==> src/rtl/calsu_pkg.sv <==
package calsu_pkg;

  // ---------------------------------------------------------------
  // operand sizes
  // ---------------------------------------------------------------
  typedef enum logic [1:0] {
    CALSU_SZ_BYTE,
    CALSU_SZ_WORD,
    CALSU_SZ_LONG
  } calsu_size_t;

  // ---------------------------------------------------------------
  // operation codes
  // ---------------------------------------------------------------
  typedef enum logic [3:0] {
    CALSU_OP_SIGNED_DIVIDE,
    CALSU_OP_COMPARE,
    CALSU_OP_NEGATE,
    CALSU_OP_ZERO_EXTEND,
    CALSU_OP_SIGN_WIDEN,
    CALSU_OP_AND,
    CALSU_OP_OR,
    CALSU_OP_XOR,
    CALSU_OP_NOT,
    CALSU_OP_ARITH_LEFT_SHIFT,
    CALSU_OP_ARITH_RIGHT_SHIFT,
    CALSU_OP_LOGICAL_LEFT_SHIFT,
    CALSU_OP_LOGICAL_RIGHT_SHIFT,
    CALSU_OP_CIRCULAR_LEFT,
    CALSU_OP_CIRCULAR_RIGHT
  } calsu_op_t;

  // ---------------------------------------------------------------
  // widths and reset values
  // ---------------------------------------------------------------
  localparam int CALSU_DATA_W = 32;
  localparam int CALSU_BYTE_W = 8;
  localparam int CALSU_WORD_W = 16;
  localparam int CALSU_DIV_CYCLES = 16;
  localparam logic [31:0] CALSU_RESULT_RST = 32'h0000_0000;

  // flag bit positions inside condition_flags
  localparam int CALSU_FLAG_C = 0;
  localparam int CALSU_FLAG_V = 1;
  localparam int CALSU_FLAG_Z = 2;
  localparam int CALSU_FLAG_N = 3;
  localparam logic [3:0] CALSU_FLAGS_RST = 4'h0;

  typedef struct packed {
    logic n;
    logic z;
    logic v;
    logic c;
  } calsu_flags_t;

  typedef struct packed {
    calsu_op_t op;
    calsu_size_t size;
    logic use_imm;
    logic [31:0] dest;
    logic [31:0] source_operand;
    logic [31:0] immediate_value;
  } calsu_req_t;

  typedef struct packed {
    logic [31:0] result;
    logic write_dest;
    logic div_zero;
  } calsu_rsp_t;

endpackage

==> src/rtl/calsu_shifter.sv <==
`timescale 1ns/100ps
module calsu_shifter
  import calsu_pkg::*;
(
  input wire calsu_op_t op, // shift or rotate kind
  input wire calsu_size_t size, // operand size
  input wire logic [31:0] value, // operand
  output logic [31:0] result, // shifted operand
  output logic carry_out, // bit shifted out
  output logic overflow // sign changed on left arith shift
);

  logic [5:0] msb;
  logic top_bit;

  always_comb
  begin
    unique case (size)
      CALSU_SZ_BYTE: msb = 6'h07;
      CALSU_SZ_WORD: msb = 6'h0F;
      default: msb = 6'h1F;
    endcase
  end

  assign top_bit = value[msb[4:0]];

  // one-bit move per operation
  always_comb
  begin
    result = 32'h0000_0000;
    carry_out = 1'b0;
    overflow = 1'b0;
    unique case (op)
      CALSU_OP_ARITH_LEFT_SHIFT:
      begin
        result = {value[30:0], 1'b0}; // see RQ10
        carry_out = top_bit; // see RQ15
        overflow = top_bit ^ value[msb[4:0] - 5'h01];
      end
      CALSU_OP_LOGICAL_LEFT_SHIFT:
      begin
        result = {value[30:0], 1'b0}; // see RQ11
        carry_out = top_bit; // see RQ15
      end
      CALSU_OP_ARITH_RIGHT_SHIFT:
      begin
        result = value >> 1;
        result[msb[4:0]] = top_bit; // see RQ10
        carry_out = value[0]; // see RQ15
      end
      CALSU_OP_LOGICAL_RIGHT_SHIFT:
      begin
        result = value >> 1;
        result[msb[4:0]] = 1'b0; // see RQ11
        carry_out = value[0]; // see RQ15
      end
      CALSU_OP_CIRCULAR_LEFT:
      begin
        result = {value[30:0], top_bit}; // see RQ12
        carry_out = top_bit; // see RQ15
      end
      CALSU_OP_CIRCULAR_RIGHT:
      begin
        result = value >> 1;
        result[msb[4:0]] = value[0]; // see RQ12
        carry_out = value[0]; // see RQ15
      end
      default:
      begin
        result = value;
      end
    endcase
  end

endmodule

==> src/rtl/calsu_divider.sv <==
`timescale 1ns/100ps
module calsu_divider
  import calsu_pkg::*;
(
  input wire logic clk, // clock
  input wire logic rst_n, // synchronised reset, active low
  input wire logic start, // begin a division
  input wire logic word_mode, // 32/16 when high, 16/8 when low
  input wire logic [31:0] dividend, // signed dividend
  input wire logic [15:0] divisor, // signed divisor
  output logic busy, // division running
  output logic done, // one-cycle pulse on completion
  output logic [15:0] quotient_reg, // signed quotient
  output logic [15:0] remainder_reg, // signed remainder
  output logic div_zero_reg // divisor was zero
);

  logic [31:0] rem_mag_reg;
  logic [31:0] quo_mag_reg;
  logic [15:0] dsr_mag_reg;
  logic [5:0] count_reg;
  logic neg_q_reg;
  logic neg_r_reg;
  logic wmode_reg;
  logic [31:0] dvd_abs;
  logic [15:0] dsr_abs;
  logic dvd_neg;
  logic dsr_neg;
  logic [32:0] trial;
  logic [31:0] shifted;

  // magnitudes of the selected-size operands
  always_comb
  begin
    if (word_mode)
    begin
      dvd_neg = dividend[31];
      dsr_neg = divisor[15];
      dvd_abs = dvd_neg ? 32'(-dividend) : dividend;
      dsr_abs = dsr_neg ? 16'(-divisor) : divisor;
    end
    else
    begin
      dvd_neg = dividend[15];
      dsr_neg = divisor[7];
      dvd_abs = {16'h0000, dvd_neg ? 16'(-dividend[15:0]) : dividend[15:0]};
      dsr_abs = {8'h00, dsr_neg ? 8'(-divisor[7:0]) : divisor[7:0]};
    end
  end

  // restoring division, one quotient bit per cycle
  assign shifted = {rem_mag_reg[30:0], quo_mag_reg[31]};
  assign trial = {1'b0, shifted} - {17'h0_0000, dsr_mag_reg};

  always_ff @(posedge clk or negedge rst_n)
  begin
    if (!rst_n)
    begin
      rem_mag_reg <= 32'h0000_0000;
      quo_mag_reg <= 32'h0000_0000;
      dsr_mag_reg <= 16'h0000;
      count_reg <= 6'h00;
      busy <= 1'b0;
      neg_q_reg <= 1'b0;
      neg_r_reg <= 1'b0;
      wmode_reg <= 1'b0;
    end
    else if (start && !busy)
    begin
      rem_mag_reg <= 32'h0000_0000;
      quo_mag_reg <= word_mode ? dvd_abs : {dvd_abs[15:0], 16'h0000};
      dsr_mag_reg <= dsr_abs;
      count_reg <= word_mode ? 6'(2 * CALSU_DIV_CYCLES) : 6'(CALSU_DIV_CYCLES);
      busy <= 1'b1;
      neg_q_reg <= dvd_neg ^ dsr_neg;
      neg_r_reg <= dvd_neg;
      wmode_reg <= word_mode;
    end
    else if (busy)
    begin
      rem_mag_reg <= trial[32] ? shifted : trial[31:0];
      quo_mag_reg <= {quo_mag_reg[30:0], ~trial[32]};
      count_reg <= count_reg - 6'h01;
      busy <= (count_reg != 6'h01);
    end
  end

  always_ff @(posedge clk or negedge rst_n)
  begin
    if (!rst_n)
    begin
      done <= 1'b0;
      quotient_reg <= 16'h0000;
      remainder_reg <= 16'h0000;
      div_zero_reg <= 1'b0;
    end
    else
    begin
      done <= busy && (count_reg == 6'h01);
      if (start && !busy)
        div_zero_reg <= (dsr_abs == 16'h0000);
      if (busy && (count_reg == 6'h01))
      begin
        // final bit folded in here, signs applied at 16 bits for both sizes
        quotient_reg <= neg_q_reg ? 16'(-{quo_mag_reg[14:0], ~trial[32]})
                                  : {quo_mag_reg[14:0], ~trial[32]};
        remainder_reg <= neg_r_reg ? 16'(-(trial[32] ? shifted[15:0]
                                                    : trial[15:0]))
                                   : (trial[32] ? shifted[15:0]
                                                : trial[15:0]);
      end
    end
  end

endmodule

==> src/rtl/calsu_top.sv <==
`timescale 1ns/100ps
// Overview of operation
// RQ1: signed divide 16/8 into 8-bit quotient, remainder; 32/16 into 16-bit.
// RQ2: compare subtracts source or immediate from destination; flags only.
// RQ3: negate writes zero minus destination at chosen size.
// RQ4: zero extend widens low byte or low half with zeros.
// RQ5: sign widen copies low part's top bit into all upper bits.
// RQ6: AND destination with source or immediate, write destination.
// RQ7: OR destination with source or immediate, write destination.
// RQ8: XOR destination with source or immediate, write destination.
// RQ9: NOT inverts every destination bit and writes it back.
// RQ10: arithmetic left and right shifts; right shift keeps sign.
// RQ11: logical left and right shifts fill vacated bits with zero.
// RQ12: rotates reinsert the bit shifted out at opposite end.
// RQ13: flags hold negative, zero, overflow, carry; updated by results.
// RQ14: operands are byte, word or longword register views.
// RQ15: shifts move one bit; out bit to carry; N, Z from result.
// RQ16: logic ops set N, Z, clear V, keep carry.
module calsu_top
  import calsu_pkg::*;
(
  input wire logic CLK, // 125 MHz clock
  input wire logic RESET_N, // asynchronous reset, active low
  input wire logic REQ_VALID, // operation request
  input wire calsu_req_t REQ, // operation, size and operands
  output logic REQ_READY, // unit can take a request
  output logic RSP_VALID, // one-cycle result pulse
  output calsu_rsp_t RSP, // result for destination
  output calsu_flags_t CONDITION_FLAGS // condition flag register
);

  // ---------------------------------------------------------------
  // reset release
  // ---------------------------------------------------------------
  logic rst_meta_reg;
  logic rst_n_reg;

  always_ff @(posedge CLK or negedge RESET_N)
  begin
    if (!RESET_N)
    begin
      rst_meta_reg <= 1'b0;
      rst_n_reg <= 1'b0;
    end
    else
    begin
      rst_meta_reg <= 1'b1;
      rst_n_reg <= rst_meta_reg;
    end
  end

  // ---------------------------------------------------------------
  // operand views
  // ---------------------------------------------------------------
  logic [31:0] src;
  logic [31:0] mask;
  logic [31:0] sign_pos;
  logic [31:0] dst_m;
  logic [31:0] src_m;
  logic take;
  logic is_div;

  assign take = REQ_VALID && REQ_READY;
  assign is_div = (REQ.op == CALSU_OP_SIGNED_DIVIDE);
  assign src = REQ.use_imm ? REQ.immediate_value : REQ.source_operand;

  always_comb
  begin
    unique case (REQ.size)
      CALSU_SZ_BYTE:
      begin
        mask = 32'h0000_00FF; // see RQ14
        sign_pos = 32'h0000_0080;
      end
      CALSU_SZ_WORD:
      begin
        mask = 32'h0000_FFFF; // see RQ14
        sign_pos = 32'h0000_8000;
      end
      default:
      begin
        mask = 32'hFFFF_FFFF; // see RQ14
        sign_pos = 32'h8000_0000;
      end
    endcase
  end

  assign dst_m = REQ.dest & mask;
  assign src_m = src & mask;

  // ---------------------------------------------------------------
  // shifter
  // ---------------------------------------------------------------
  logic [31:0] sh_result;
  logic sh_carry;
  logic sh_ovf;

  calsu_shifter u_shifter (
    .op(REQ.op),
    .size(REQ.size),
    .value(dst_m),
    .result(sh_result),
    .carry_out(sh_carry),
    .overflow(sh_ovf)
  );

  // ---------------------------------------------------------------
  // divider
  // ---------------------------------------------------------------
  logic div_busy;
  logic div_done;
  logic [15:0] div_quo;
  logic [15:0] div_rem;
  logic div_zero;
  logic word_div;

  assign word_div = (REQ.size != CALSU_SZ_BYTE);

  calsu_divider u_divider (
    .clk(CLK),
    .rst_n(rst_n_reg),
    .start(take && is_div),
    .word_mode(word_div),
    .dividend(REQ.dest),
    .divisor(REQ.source_operand[15:0]),
    .busy(div_busy),
    .done(div_done),
    .quotient_reg(div_quo),
    .remainder_reg(div_rem),
    .div_zero_reg(div_zero)
  );

  assign REQ_READY = !div_busy && !div_done;

  // ---------------------------------------------------------------
  // single-cycle operations
  // ---------------------------------------------------------------
  logic [32:0] diff;
  logic [31:0] res;
  logic write_en;
  calsu_flags_t flg;
  logic sub_a;
  logic sub_b;
  logic sub_r;

  // subtraction result and operand signs for compare and negate
  always_comb
  begin
    if (REQ.op == CALSU_OP_NEGATE)
      diff = {1'b0, 32'h0000_0000} - {1'b0, dst_m}; // see RQ3
    else
      diff = {1'b0, dst_m} - {1'b0, src_m}; // see RQ2
  end

  assign sub_a = (REQ.op == CALSU_OP_NEGATE) ? 1'b0 : |(dst_m & sign_pos);
  assign sub_b = (REQ.op == CALSU_OP_NEGATE) ? |(dst_m & sign_pos)
                                             : |(src_m & sign_pos);
  assign sub_r = |(diff[31:0] & sign_pos);

  always_comb
  begin
    res = REQ.dest;
    write_en = 1'b1;
    flg = CONDITION_FLAGS;
    unique case (REQ.op)
      CALSU_OP_COMPARE:
      begin
        write_en = 1'b0; // see RQ2
        flg.v = (sub_a ^ sub_b) & (sub_a ^ sub_r);
        flg.c = |((diff[32:0] ^ {1'b0, dst_m} ^ {1'b0, src_m})
                  & {sign_pos, 1'b0}); // see RQ13
      end
      CALSU_OP_NEGATE:
      begin
        res = (REQ.dest & ~mask) | (diff[31:0] & mask); // see RQ3
        flg.v = sub_b & sub_r;
        flg.c = (dst_m != 32'h0000_0000);
      end
      CALSU_OP_ZERO_EXTEND:
      begin
        res = (REQ.size == CALSU_SZ_LONG) ? {16'h0000, REQ.dest[15:0]}
              : {REQ.dest[31:16], 8'h00, REQ.dest[7:0]}; // see RQ4
        flg.v = 1'b0;
      end
      CALSU_OP_SIGN_WIDEN:
      begin
        res = (REQ.size == CALSU_SZ_LONG)
              ? {{16{REQ.dest[15]}}, REQ.dest[15:0]}
              : {REQ.dest[31:16], {8{REQ.dest[7]}}, REQ.dest[7:0]}; // see RQ5
        flg.v = 1'b0;
      end
      CALSU_OP_AND:
      begin
        res = (REQ.dest & ~mask) | (dst_m & src_m); // see RQ6
        flg.v = 1'b0; // see RQ16
      end
      CALSU_OP_OR:
      begin
        res = (REQ.dest & ~mask) | (dst_m | src_m); // see RQ7
        flg.v = 1'b0; // see RQ16
      end
      CALSU_OP_XOR:
      begin
        res = (REQ.dest & ~mask) | (dst_m ^ src_m); // see RQ8
        flg.v = 1'b0; // see RQ16
      end
      CALSU_OP_NOT:
      begin
        res = (REQ.dest & ~mask) | (~REQ.dest & mask); // see RQ9
        flg.v = 1'b0; // see RQ16
      end
      CALSU_OP_ARITH_LEFT_SHIFT,
      CALSU_OP_ARITH_RIGHT_SHIFT,
      CALSU_OP_LOGICAL_LEFT_SHIFT,
      CALSU_OP_LOGICAL_RIGHT_SHIFT,
      CALSU_OP_CIRCULAR_LEFT,
      CALSU_OP_CIRCULAR_RIGHT:
      begin
        res = (REQ.dest & ~mask) | (sh_result & mask); // see RQ10
        flg.c = sh_carry; // see RQ15
        flg.v = sh_ovf;
      end
      default:
      begin
        write_en = 1'b0;
      end
    endcase
    // n and z from the sized result; compare uses the difference
    if (REQ.op == CALSU_OP_COMPARE)
    begin
      flg.n = sub_r;
      flg.z = ((diff[31:0] & mask) == 32'h0000_0000); // see RQ13
    end
    else if (REQ.op == CALSU_OP_ZERO_EXTEND || REQ.op == CALSU_OP_SIGN_WIDEN)
    begin
      flg.n = (REQ.size == CALSU_SZ_LONG) ? res[31] : res[15];
      flg.z = (REQ.size == CALSU_SZ_LONG) ? (res == 32'h0000_0000)
              : (res[15:0] == 16'h0000);
    end
    else if (REQ.op != CALSU_OP_SIGNED_DIVIDE)
    begin
      flg.n = |(res & sign_pos); // see RQ15
      flg.z = ((res & mask) == 32'h0000_0000); // see RQ16
    end
  end

  // ---------------------------------------------------------------
  // result register
  // ---------------------------------------------------------------
  logic byte_div_reg;
  logic [31:0] div_res;

  always_ff @(posedge CLK or negedge rst_n_reg)
  begin
    if (!rst_n_reg)
      byte_div_reg <= 1'b0;
    else if (take && is_div)
      byte_div_reg <= !word_div;
  end

  // remainder in the upper part, quotient in the lower
  assign div_res = byte_div_reg
                   ? {RSP.result[31:16], div_rem[7:0], div_quo[7:0]}
                   : {div_rem, div_quo}; // see RQ1

  always_ff @(posedge CLK or negedge rst_n_reg)
  begin
    if (!rst_n_reg)
    begin
      RSP <= '{result: CALSU_RESULT_RST, write_dest: 1'b0, div_zero: 1'b0};
      RSP_VALID <= 1'b0;
    end
    else if (div_done)
    begin
      RSP <= '{result: div_res, write_dest: !div_zero, div_zero: div_zero};
      RSP_VALID <= 1'b1;
    end
    else if (take && is_div)
    begin
      RSP.result <= REQ.dest;
      RSP_VALID <= 1'b0;
    end
    else if (take)
    begin
      RSP <= '{result: res, write_dest: write_en, div_zero: 1'b0};
      RSP_VALID <= 1'b1;
    end
    else
      RSP_VALID <= 1'b0;
  end

  // ---------------------------------------------------------------
  // condition flags
  // ---------------------------------------------------------------
  always_ff @(posedge CLK or negedge rst_n_reg)
  begin
    if (!rst_n_reg)
      CONDITION_FLAGS <= calsu_flags_t'(CALSU_FLAGS_RST);
    else if (div_done)
    begin
      CONDITION_FLAGS.z <= div_zero || (byte_div_reg ? div_quo[7:0] == 8'h00
                                                   : div_quo == 16'h0000);
      CONDITION_FLAGS.n <= byte_div_reg ? div_quo[7] : div_quo[15];
    end
    else if (take && !is_div)
      CONDITION_FLAGS <= flg; // see RQ13
  end

endmodule

==> config.mk <==
export PLATFORM = sky130hd
export DESIGN_NAME = calsu_top
export DESIGN_NICKNAME = d
export VERILOG_FILES = /design/src/rtl/calsu_pkg.sv /design/src/rtl/calsu_shifter.sv /design/src/rtl/calsu_divider.sv /design/src/rtl/calsu_top.sv
export SDC_FILE = /design/constraint.sdc
export NUM_CORES = 1
export LEC_CHECK = 0
export BUFFER_PORTS_ARGS = -buffer_cell sky130_fd_sc_hd__buf_2
export CAP_MARGIN = 10
export CELL_PAD_IN_SITES_DETAIL_PLACEMENT = 1
export CELL_PAD_IN_SITES_GLOBAL_PLACEMENT = 1
export CORE_MARGIN = 3
export CORE_UTILIZATION = 50
export CTS_CLUSTER_DIAMETER = 30
export DETAILED_ROUTE_END_ITERATION = 8
export PLACE_DENSITY = 0.95
export SYNTH_ARGS = -nofsm -noshare
export SYNTH_HDL_FRONTEND = slang
export SYNTH_SLANG_ARGS = --single-unit
==> constraint.sdc <==
create_clock -name CLK -period 10.9 [get_ports CLK]
set_input_delay 2.18 -clock CLK [delete_from_list [all_inputs] [get_ports CLK]]
set_output_delay 2.18 -clock CLK [all_outputs]
set_load 0.01 [all_outputs]
Word level (Yosys, flattened, before mapping)
Cells that the tools add are included.
Widths: inputs -> output; s select.
{"block": "word_totals", "regBits": 164, "out_inout_bits": 40, "wordCells": 204, "input_bits": 106}
{"block": "op_classes", "n_addsub": 11, "bitwise_logic": 35, "n_reduce_logical": 49, "eq_ne": 20, "n_mux": 63, "magnitude_cmp": 3}
{"op": "$and 32x32->32", "count": 12}
{"op": "$mux 32", "count": 10}
{"op": "$pmux 32 s8", "count": 1}
{"op": "$or 32x32->32", "count": 7}
{"op": "$pmux 32 s5", "count": 1}
{"op": "$pmux 32 s2", "count": 2}
{"op": "$reduce_or 32->1", "count": 4}
{"op": "$logic_not 32->1", "count": 3}
{"op": "$mux 16", "count": 6}
{"op": "$not 32->32", "count": 3}
{"op": "$mux 31", "count": 3}
{"op": "$mux 34", "count": 2}
{"op": "$xor 33x32->33", "count": 2}
{"op": "$bwmux 32", "count": 2}
{"op": "$neg 16->16", "count": 4}
{"op": "$logic_not 16->1", "count": 3}
{"op": "$and 33x33->33", "count": 1}
{"op": "$mux 33", "count": 1}
{"op": "$reduce_or 33->1", "count": 1}
{"op": "$sub 1x32->33 const A", "count": 1}
{"op": "$sub 32x16->33", "count": 1}
{"op": "$sub 32x32->33", "count": 1}
{"op": "$and 31x32->32", "count": 1}
{"op": "$neg 32->32", "count": 1}
{"op": "45 further kinds", "count": 108}

Depth between registers and ports, before layout
{"block": "depth", "ltp_word": 19, "depth_mapped": 22, "mapped_depth_nobuf": 17}

Modules after synthesis
Synthesis repeated with hierarchy kept, for this count alone.
{"block": "hier_totals", "cells_unflattened": 2462, "area_unflattened_um2": 18527.8}
{"mod": "calsu_top", "instances": 1, "area_each_um2": 9275.1, "cells_each": 1342, "seq_area_each_um2": 1051.0}
{"mod": "calsu_divider", "instances": 1, "area_each_um2": 8393.0, "cells_each": 1013, "seq_area_each_um2": 3052.9}
{"mod": "calsu_shifter", "instances": 1, "area_each_um2": 859.6, "cells_each": 107, "seq_area_each_um2": 0.0}

Worst setup path before layout
Ideal clock, no wire load.
{"block": "synth_timing", "path_kind": "input port to flip-flop", "startpoint": "in REQ[97] (netlist name)", "endpoint": "reg CONDITION_FLAGS[2] (netlist name)", "setup_time_ns": 0.092, "t_required_ns": 10.808, "path_slack_ns": 4.065, "n_path_buf": 6, "cell_stages": 20, "arrival_time_ns": 6.743, "path_cell_list": "clkbuf_1 or2_2 clkbuf_1 clkbuf_1 clkbuf_1 clkbuf_1 buf_1 nand2_1 ha_1 inv_1 a21oi_1 o31ai_1 a221o_1 or4_4 and2_4 mux2_4 a22oi_2 o2111a_1 o2111ai_1 o31ai_2"}
{"block": "synth_between", "elab_chain_cells": 19, "word_cells_on_any_way": 50, "classes_between": "add/sub: 2; order compare: 2; eq/ne: 2; mux: 19; bitwise: 19; reduce/logical: 6"}
{"item": "start: declaration", "line": "calsu_top.sv:25", "rtl": "input wire calsu_req_t REQ,"}
{"item": "$eq 2x1->1 or $logic_not 2->1 (tied branches)", "line": "calsu_shifter.sv:18, calsu_top.sv:69"}
{"item": "$pmux 5 s2", "line": "calsu_shifter.sv:18", "rtl": "unique case (size)"}
{"item": "$lt 5x6->1 (implied by the code) or $ge 5x1->1 (tied branches)", "line": "calsu_shifter.sv:48, calsu_shifter.sv:54, calsu_shifter.sv:65"}
{"item": "$logic_and 1x1->1 (implied by the code)", "line": "calsu_shifter.sv:48, calsu_shifter.sv:54, calsu_shifter.sv:65"}
{"item": "$mux 1 (implied by the code)", "line": "calsu_shifter.sv:48, calsu_shifter.sv:54, calsu_shifter.sv:65"}
{"item": "$demux 1 s5"}
{"item": "$not 32->32 (no source line)"}
{"item": "$and 31x32->32 (no source line)"}
{"item": "[... 3 more ...]"}
{"item": "$pmux 32 s8", "line": "calsu_top.sv:165", "rtl": "unique case (REQ.op)"}
{"item": "$and 32x32->32", "line": "calsu_top.sv:243", "rtl": "flg.z = ((res & mask) == 32'h0000_0000);"}
{"item": "$logic_not 32->1", "line": "calsu_top.sv:243"}
{"item": "$mux 2", "line": "calsu_top.sv:240", "rtl": "else if (REQ.op != CALSU_OP_SIGNED_DIVIDE)"}
{"item": "$mux 2", "line": "calsu_top.sv:234", "rtl": "else if (REQ.op == CALSU_OP_ZERO_EXTEND || REQ.op == CALSU_OP_SIGN_WIDEN)"}
{"item": "$mux 2 (*)", "line": "calsu_top.sv:229", "rtl": "if (REQ.op == CALSU_OP_COMPARE)"}
{"item": "$mux 4 (*)", "line": "calsu_top.sv:305", "rtl": "else if (take && !is_div)"}
{"item": "$mux 2 (*)", "line": "calsu_top.sv:299", "rtl": "else if (div_done)"}
{"item": "end signal: assignment", "line": "calsu_top.sv:298", "rtl": "CONDITION_FLAGS <= calsu_flags_t'(CALSU_FLAGS_RST);"}
{"item": "end signal: assignment", "line": "calsu_top.sv:306", "rtl": "CONDITION_FLAGS <= flg;"}
{"item": "end: declaration", "line": "calsu_top.sv:29", "rtl": "output calsu_flags_t CONDITION_FLAGS"}
Mark *: on every way between the ends. The rest lies on a longest branch, timed or not. The select of a mux whose other input is x is not followed.
A chain may end at the register's enable or synchronous reset.

Final worst setup path
{"block": "layout_timing", "startpoint": "in REQ[98] (netlist name)", "endpoint": "reg CONDITION_FLAGS[1] (netlist name)"}
{"block": "layout_between", "elab_chain_cells": 10, "word_cells_on_any_way": 30, "classes_between": "add/sub: 3; eq/ne: 1; mux: 12; bitwise: 10; reduce/logical: 4"}
{"item": "$eq 2x1->1 or $logic_not 2->1 (tied branches)", "line": "calsu_shifter.sv:18, calsu_top.sv:69"}
{"item": "$pmux 32 s2", "line": "calsu_top.sv:69", "rtl": "unique case (REQ.size)"}
{"item": "$and 32x32->32, on equally long branches", "line": "calsu_top.sv:88, calsu_top.sv:89"}
{"item": "$sub 32x32->33 or $sub 1x32->33 (tied branches)", "line": "calsu_top.sv:152, calsu_top.sv:150"}
{"item": "$mux 33", "line": "calsu_top.sv:149", "rtl": "if (REQ.op == CALSU_OP_NEGATE)"}
{"item": "$and 32x32->32", "line": "calsu_top.sv:158", "rtl": "assign sub_r = |(diff[31:0] & sign_pos);"}
{"item": "$reduce_or 32->1", "line": "calsu_top.sv:158"}
{"item": "$xor 1x1->1", "line": "calsu_top.sv:169", "rtl": "flg.v = (sub_a ^ sub_b) & (sub_a ^ sub_r);"}
{"item": "$and 1x1->1", "line": "calsu_top.sv:169"}
{"item": "$pmux 1 s4 (*)", "line": "calsu_top.sv:165"}
Marked as above.

==> summary.txt <==
Clocking
  • TritonCTS clock tree: yes
  • Root Buffer: clkbuf_16
  • Num CTS Buffers: 17
  • # resized after CTS: 0
  • Hold_buf cts: 0
  • Num Clock Sinks: around 160
  • Reg clk slew, reported paths: around 0.080 ns
  • Setup Buffers After CTS: 0
  • Clk buf depth: 2
  • Clk_lat worst skew: approximately 0.46 ns
  • Htree depth: 4

Synth
  • Synth area leaders: dfrtp_1, ha_1, nand2_1, o21ai_0, mux2i_1
  • FFs w/ async S/R, synth: between 90% and 100%
  • Commonest register cell after synthesis: dfrtp_1
  • EDFF count, synth: 0
  • Syn. warnings: 0
  • Post-synthesis sequential area ratio: a little under a quarter
  • Synth Instances: 2373
  • Mean post-synth cell area: about 7.6 µm²
  • Flops & latches, synth: between 150 and 200
  • Synth top area share: a little under a quarter
  • Cell area after synthesis: 0.0180 mm²
  • Distinct cell type count of the synthesized netlist: 98
  • Synth area leader: dfrtp_1
  • Net Count, Synth: roughly 2.6k

Global routing
  • Largest net degree at the start of global routing: 97
  • Met2 usage: about two thirds
  • Met3 Track Usage GR: roughly 8.0%
  • Met1 usage: slightly above 50%
  • Initial antenna violation count: 7
  • Gr busiest metal: met2
  • First-pass GRT wire length: 122000 µm
  • Global route overflow: 0
  • Gr usage total: between 40% and 50%
  • Number of global-route vias before repair: 20.1k

Timing
  • RSZ-0062 raised after global routing: no
  • Final worst-path cycle share: between 60 and 70%
  • Slew @ Worst Pin: approximately 1.3 ns
  • Final Max Tran Viols: 0
  • Relative slew slack: roughly an eighth
  • Clock skew: between 0.015 and 0.02 ns
  • Tmin final: between 6 and 7 ns
  • Final setup viols: 0
  • Fmax: between 0.1 and 0.15 GHz
  • Setup_tns: 0 ns
  • Count of final hold-check violations: 0
  • WHS: 0.289 ns

Critical path
  • Worst path arrival time: approximately 7.0 ns
  • Critical path class: in2reg
  • Crit Path Max Fanout: between 70 and 80
  • Worst Setup Start Kind: input pin
  • Critical path required time: about 11 ns
  • Critical path endpoint category: flop

Floorplan
  • Core area: around 0.035 mm²
  • Die Span Y: roughly 200 µm
  • Core Rows: 68
  • Die Area: between 0.03 and 0.04 mm²
  • Initial Util: about 50%
  • Num ports: roughly 150
  • Die width: about 200 µm

Pwr
  • Peak supply drop: ~0.00032 V
  • PnR Total Power: approximately 4.6 mW
  • Leak pwr: between 8 and 9 nW
  • Power density cells: 234 mW/mm²

Cells and area
  • Fin nets: ~2.6k
  • Layout cells sized above 1: between 10 and 15%
  • Most common cell after layout, fill and taps aside: nand2_1
  • Max reg flops: 34
  • Finished Layout Cells: approximately 2.9k
  • Filler cells: roughly 4.4k
  • Layout area overhead: 8.33%
  • Final Util: a little under three fifths
  • Commonest non-fill, non-tap cells in the layout: nand2_1, o21ai_0, dfrtp_1

Placement
  • Placed cell count: roughly 2.8k
  • Buffers on Ports: roughly 150
  • GPL Wtd Cong: around 1.0
  • HPWL Detailed: between 50000 and 60000 µm

Detailed routing
  • Post-route ant nets: 0
  • Initial DRT Pass Iterations: 6
  • Routed via count: approximately 20k
  • Final wirelength: around 80000 µm
  • Wire per inst: ~28 µm
  • Initial DRC count: between 2k and 2.5k
  • Vias/cell: between 6 and 7
  • DRC errors left: 0

Run
  • Max_cap viols: 0

Status
  • Run status: completed

Worst hold path
  • Tightest Hold Check Type: reg2async
==> power by group <==
group	total [mW]	internal, mW	switching [mW]
logic	2.69	0.927	1.76
registers	1.21	0.886	0.325
clock network	0.673	0.375	0.298
==> critical path: stages <==
cell,delay [ns]
buf_2,0.07
buf_4,0.56
or2_2,0.22
buf_4,0.53
nand2_1,0.22
ha_1,0.44
inv_1,0.15
a21oi_1,0.11
o31ai_1,0.41
o2111a_1,0.26
o21ai_0,0.15
nor4bb_1,0.18
nor4_1,0.72
a221oi_1,0.26
nor3b_1,0.22
o21ai_0,0.19
a21oi_1,0.11
==> path summary, 6_finish.rpt <==
check                                               start                          end  slack, ns  depth (start not counted)
worst min-delay path                            rst_n_reg                      RSP[10]       0.29                          0
worst min register to register                  rst_n_reg                      RSP[10]       0.29                          0
min in group CLK                             rst_meta_reg                    rst_n_reg       0.37                          0
worst max register to register  u_divider.quo_mag_reg[31]  u_divider.remainder_reg[14]       4.92                         18
worst max-delay path                              REQ[98]           CONDITION_FLAGS[1]       4.23                         17
max in group asynchronous                       rst_n_reg               u_divider.busy       9.21                          1
==> synth_stat cells, types with 29 or more instances <==
cell type	number
a211oi_1	30
a21oi_1	114
clkbuf_1	139
dfrtp_1	164
ha_1	119
inv_1	130
mux2_2	34
mux2i_1	97
nand2_1	333
nand3_1	41
nor2_1	145
nor3_1	62
nor4_1	31
o21ai_0	211
o22ai_1	29
o31ai_1	33
xnor2_1	90
xor2_1	62
==> metal layers <==
layer	part of all wire, %	up-vias
met5	0.070	-
met4	6.5	8
met3	9.9	314
met2	45	1267
met1	38	9812
li1	-	8596
==> metrics by stage <==
step / setup slack (ns) / instance area [µm²]
detailed placement: 3.84 / 18900
global placement: 4.06 / 18900
CTS: 4.32 / 19500
finish: 4.23 / 19600
global route: 3.82 / 19500
floorplan: 4.07 / 18000
==> logic make-up (layout without fill, tap and decap cells) <==
| group | Yosys count | in the layout | synth area share (%) |
|---|---|---|---|
| AOI/OAI and AO/OA | 697 | 697 | 25.9 |
| xor gates and xnor gates | 152 | 152 | 7.38 |
| adders and majority gates | 121 | 121 | 8.47 |
| buffers and inverters | 315 | 341 | 6.74 |
| DFF | 164 | 164 | 22.7 |
| muxes | 133 | 133 | 7.66 |
| other | 1 | 5 | 0.0208 |
| and+or+nand+nor | 790 | 790 | 21.1 |
==> area by class of cell <==
type	instances	area (µm²)	area share [%]
Inverter	132	495	2.53
Antenna cell	4	10.0	0.0512
Multi-Input combinational cell	1894	12800	65.3
Timing Repair Buffer	177	966	4.94
Tap cell	455	569	2.91
Sequential cell	164	4110	21.0
Clock inverter	14	195	0.998
Clock buffer	18	439	2.25
Power figures use the tool's default switching activity.
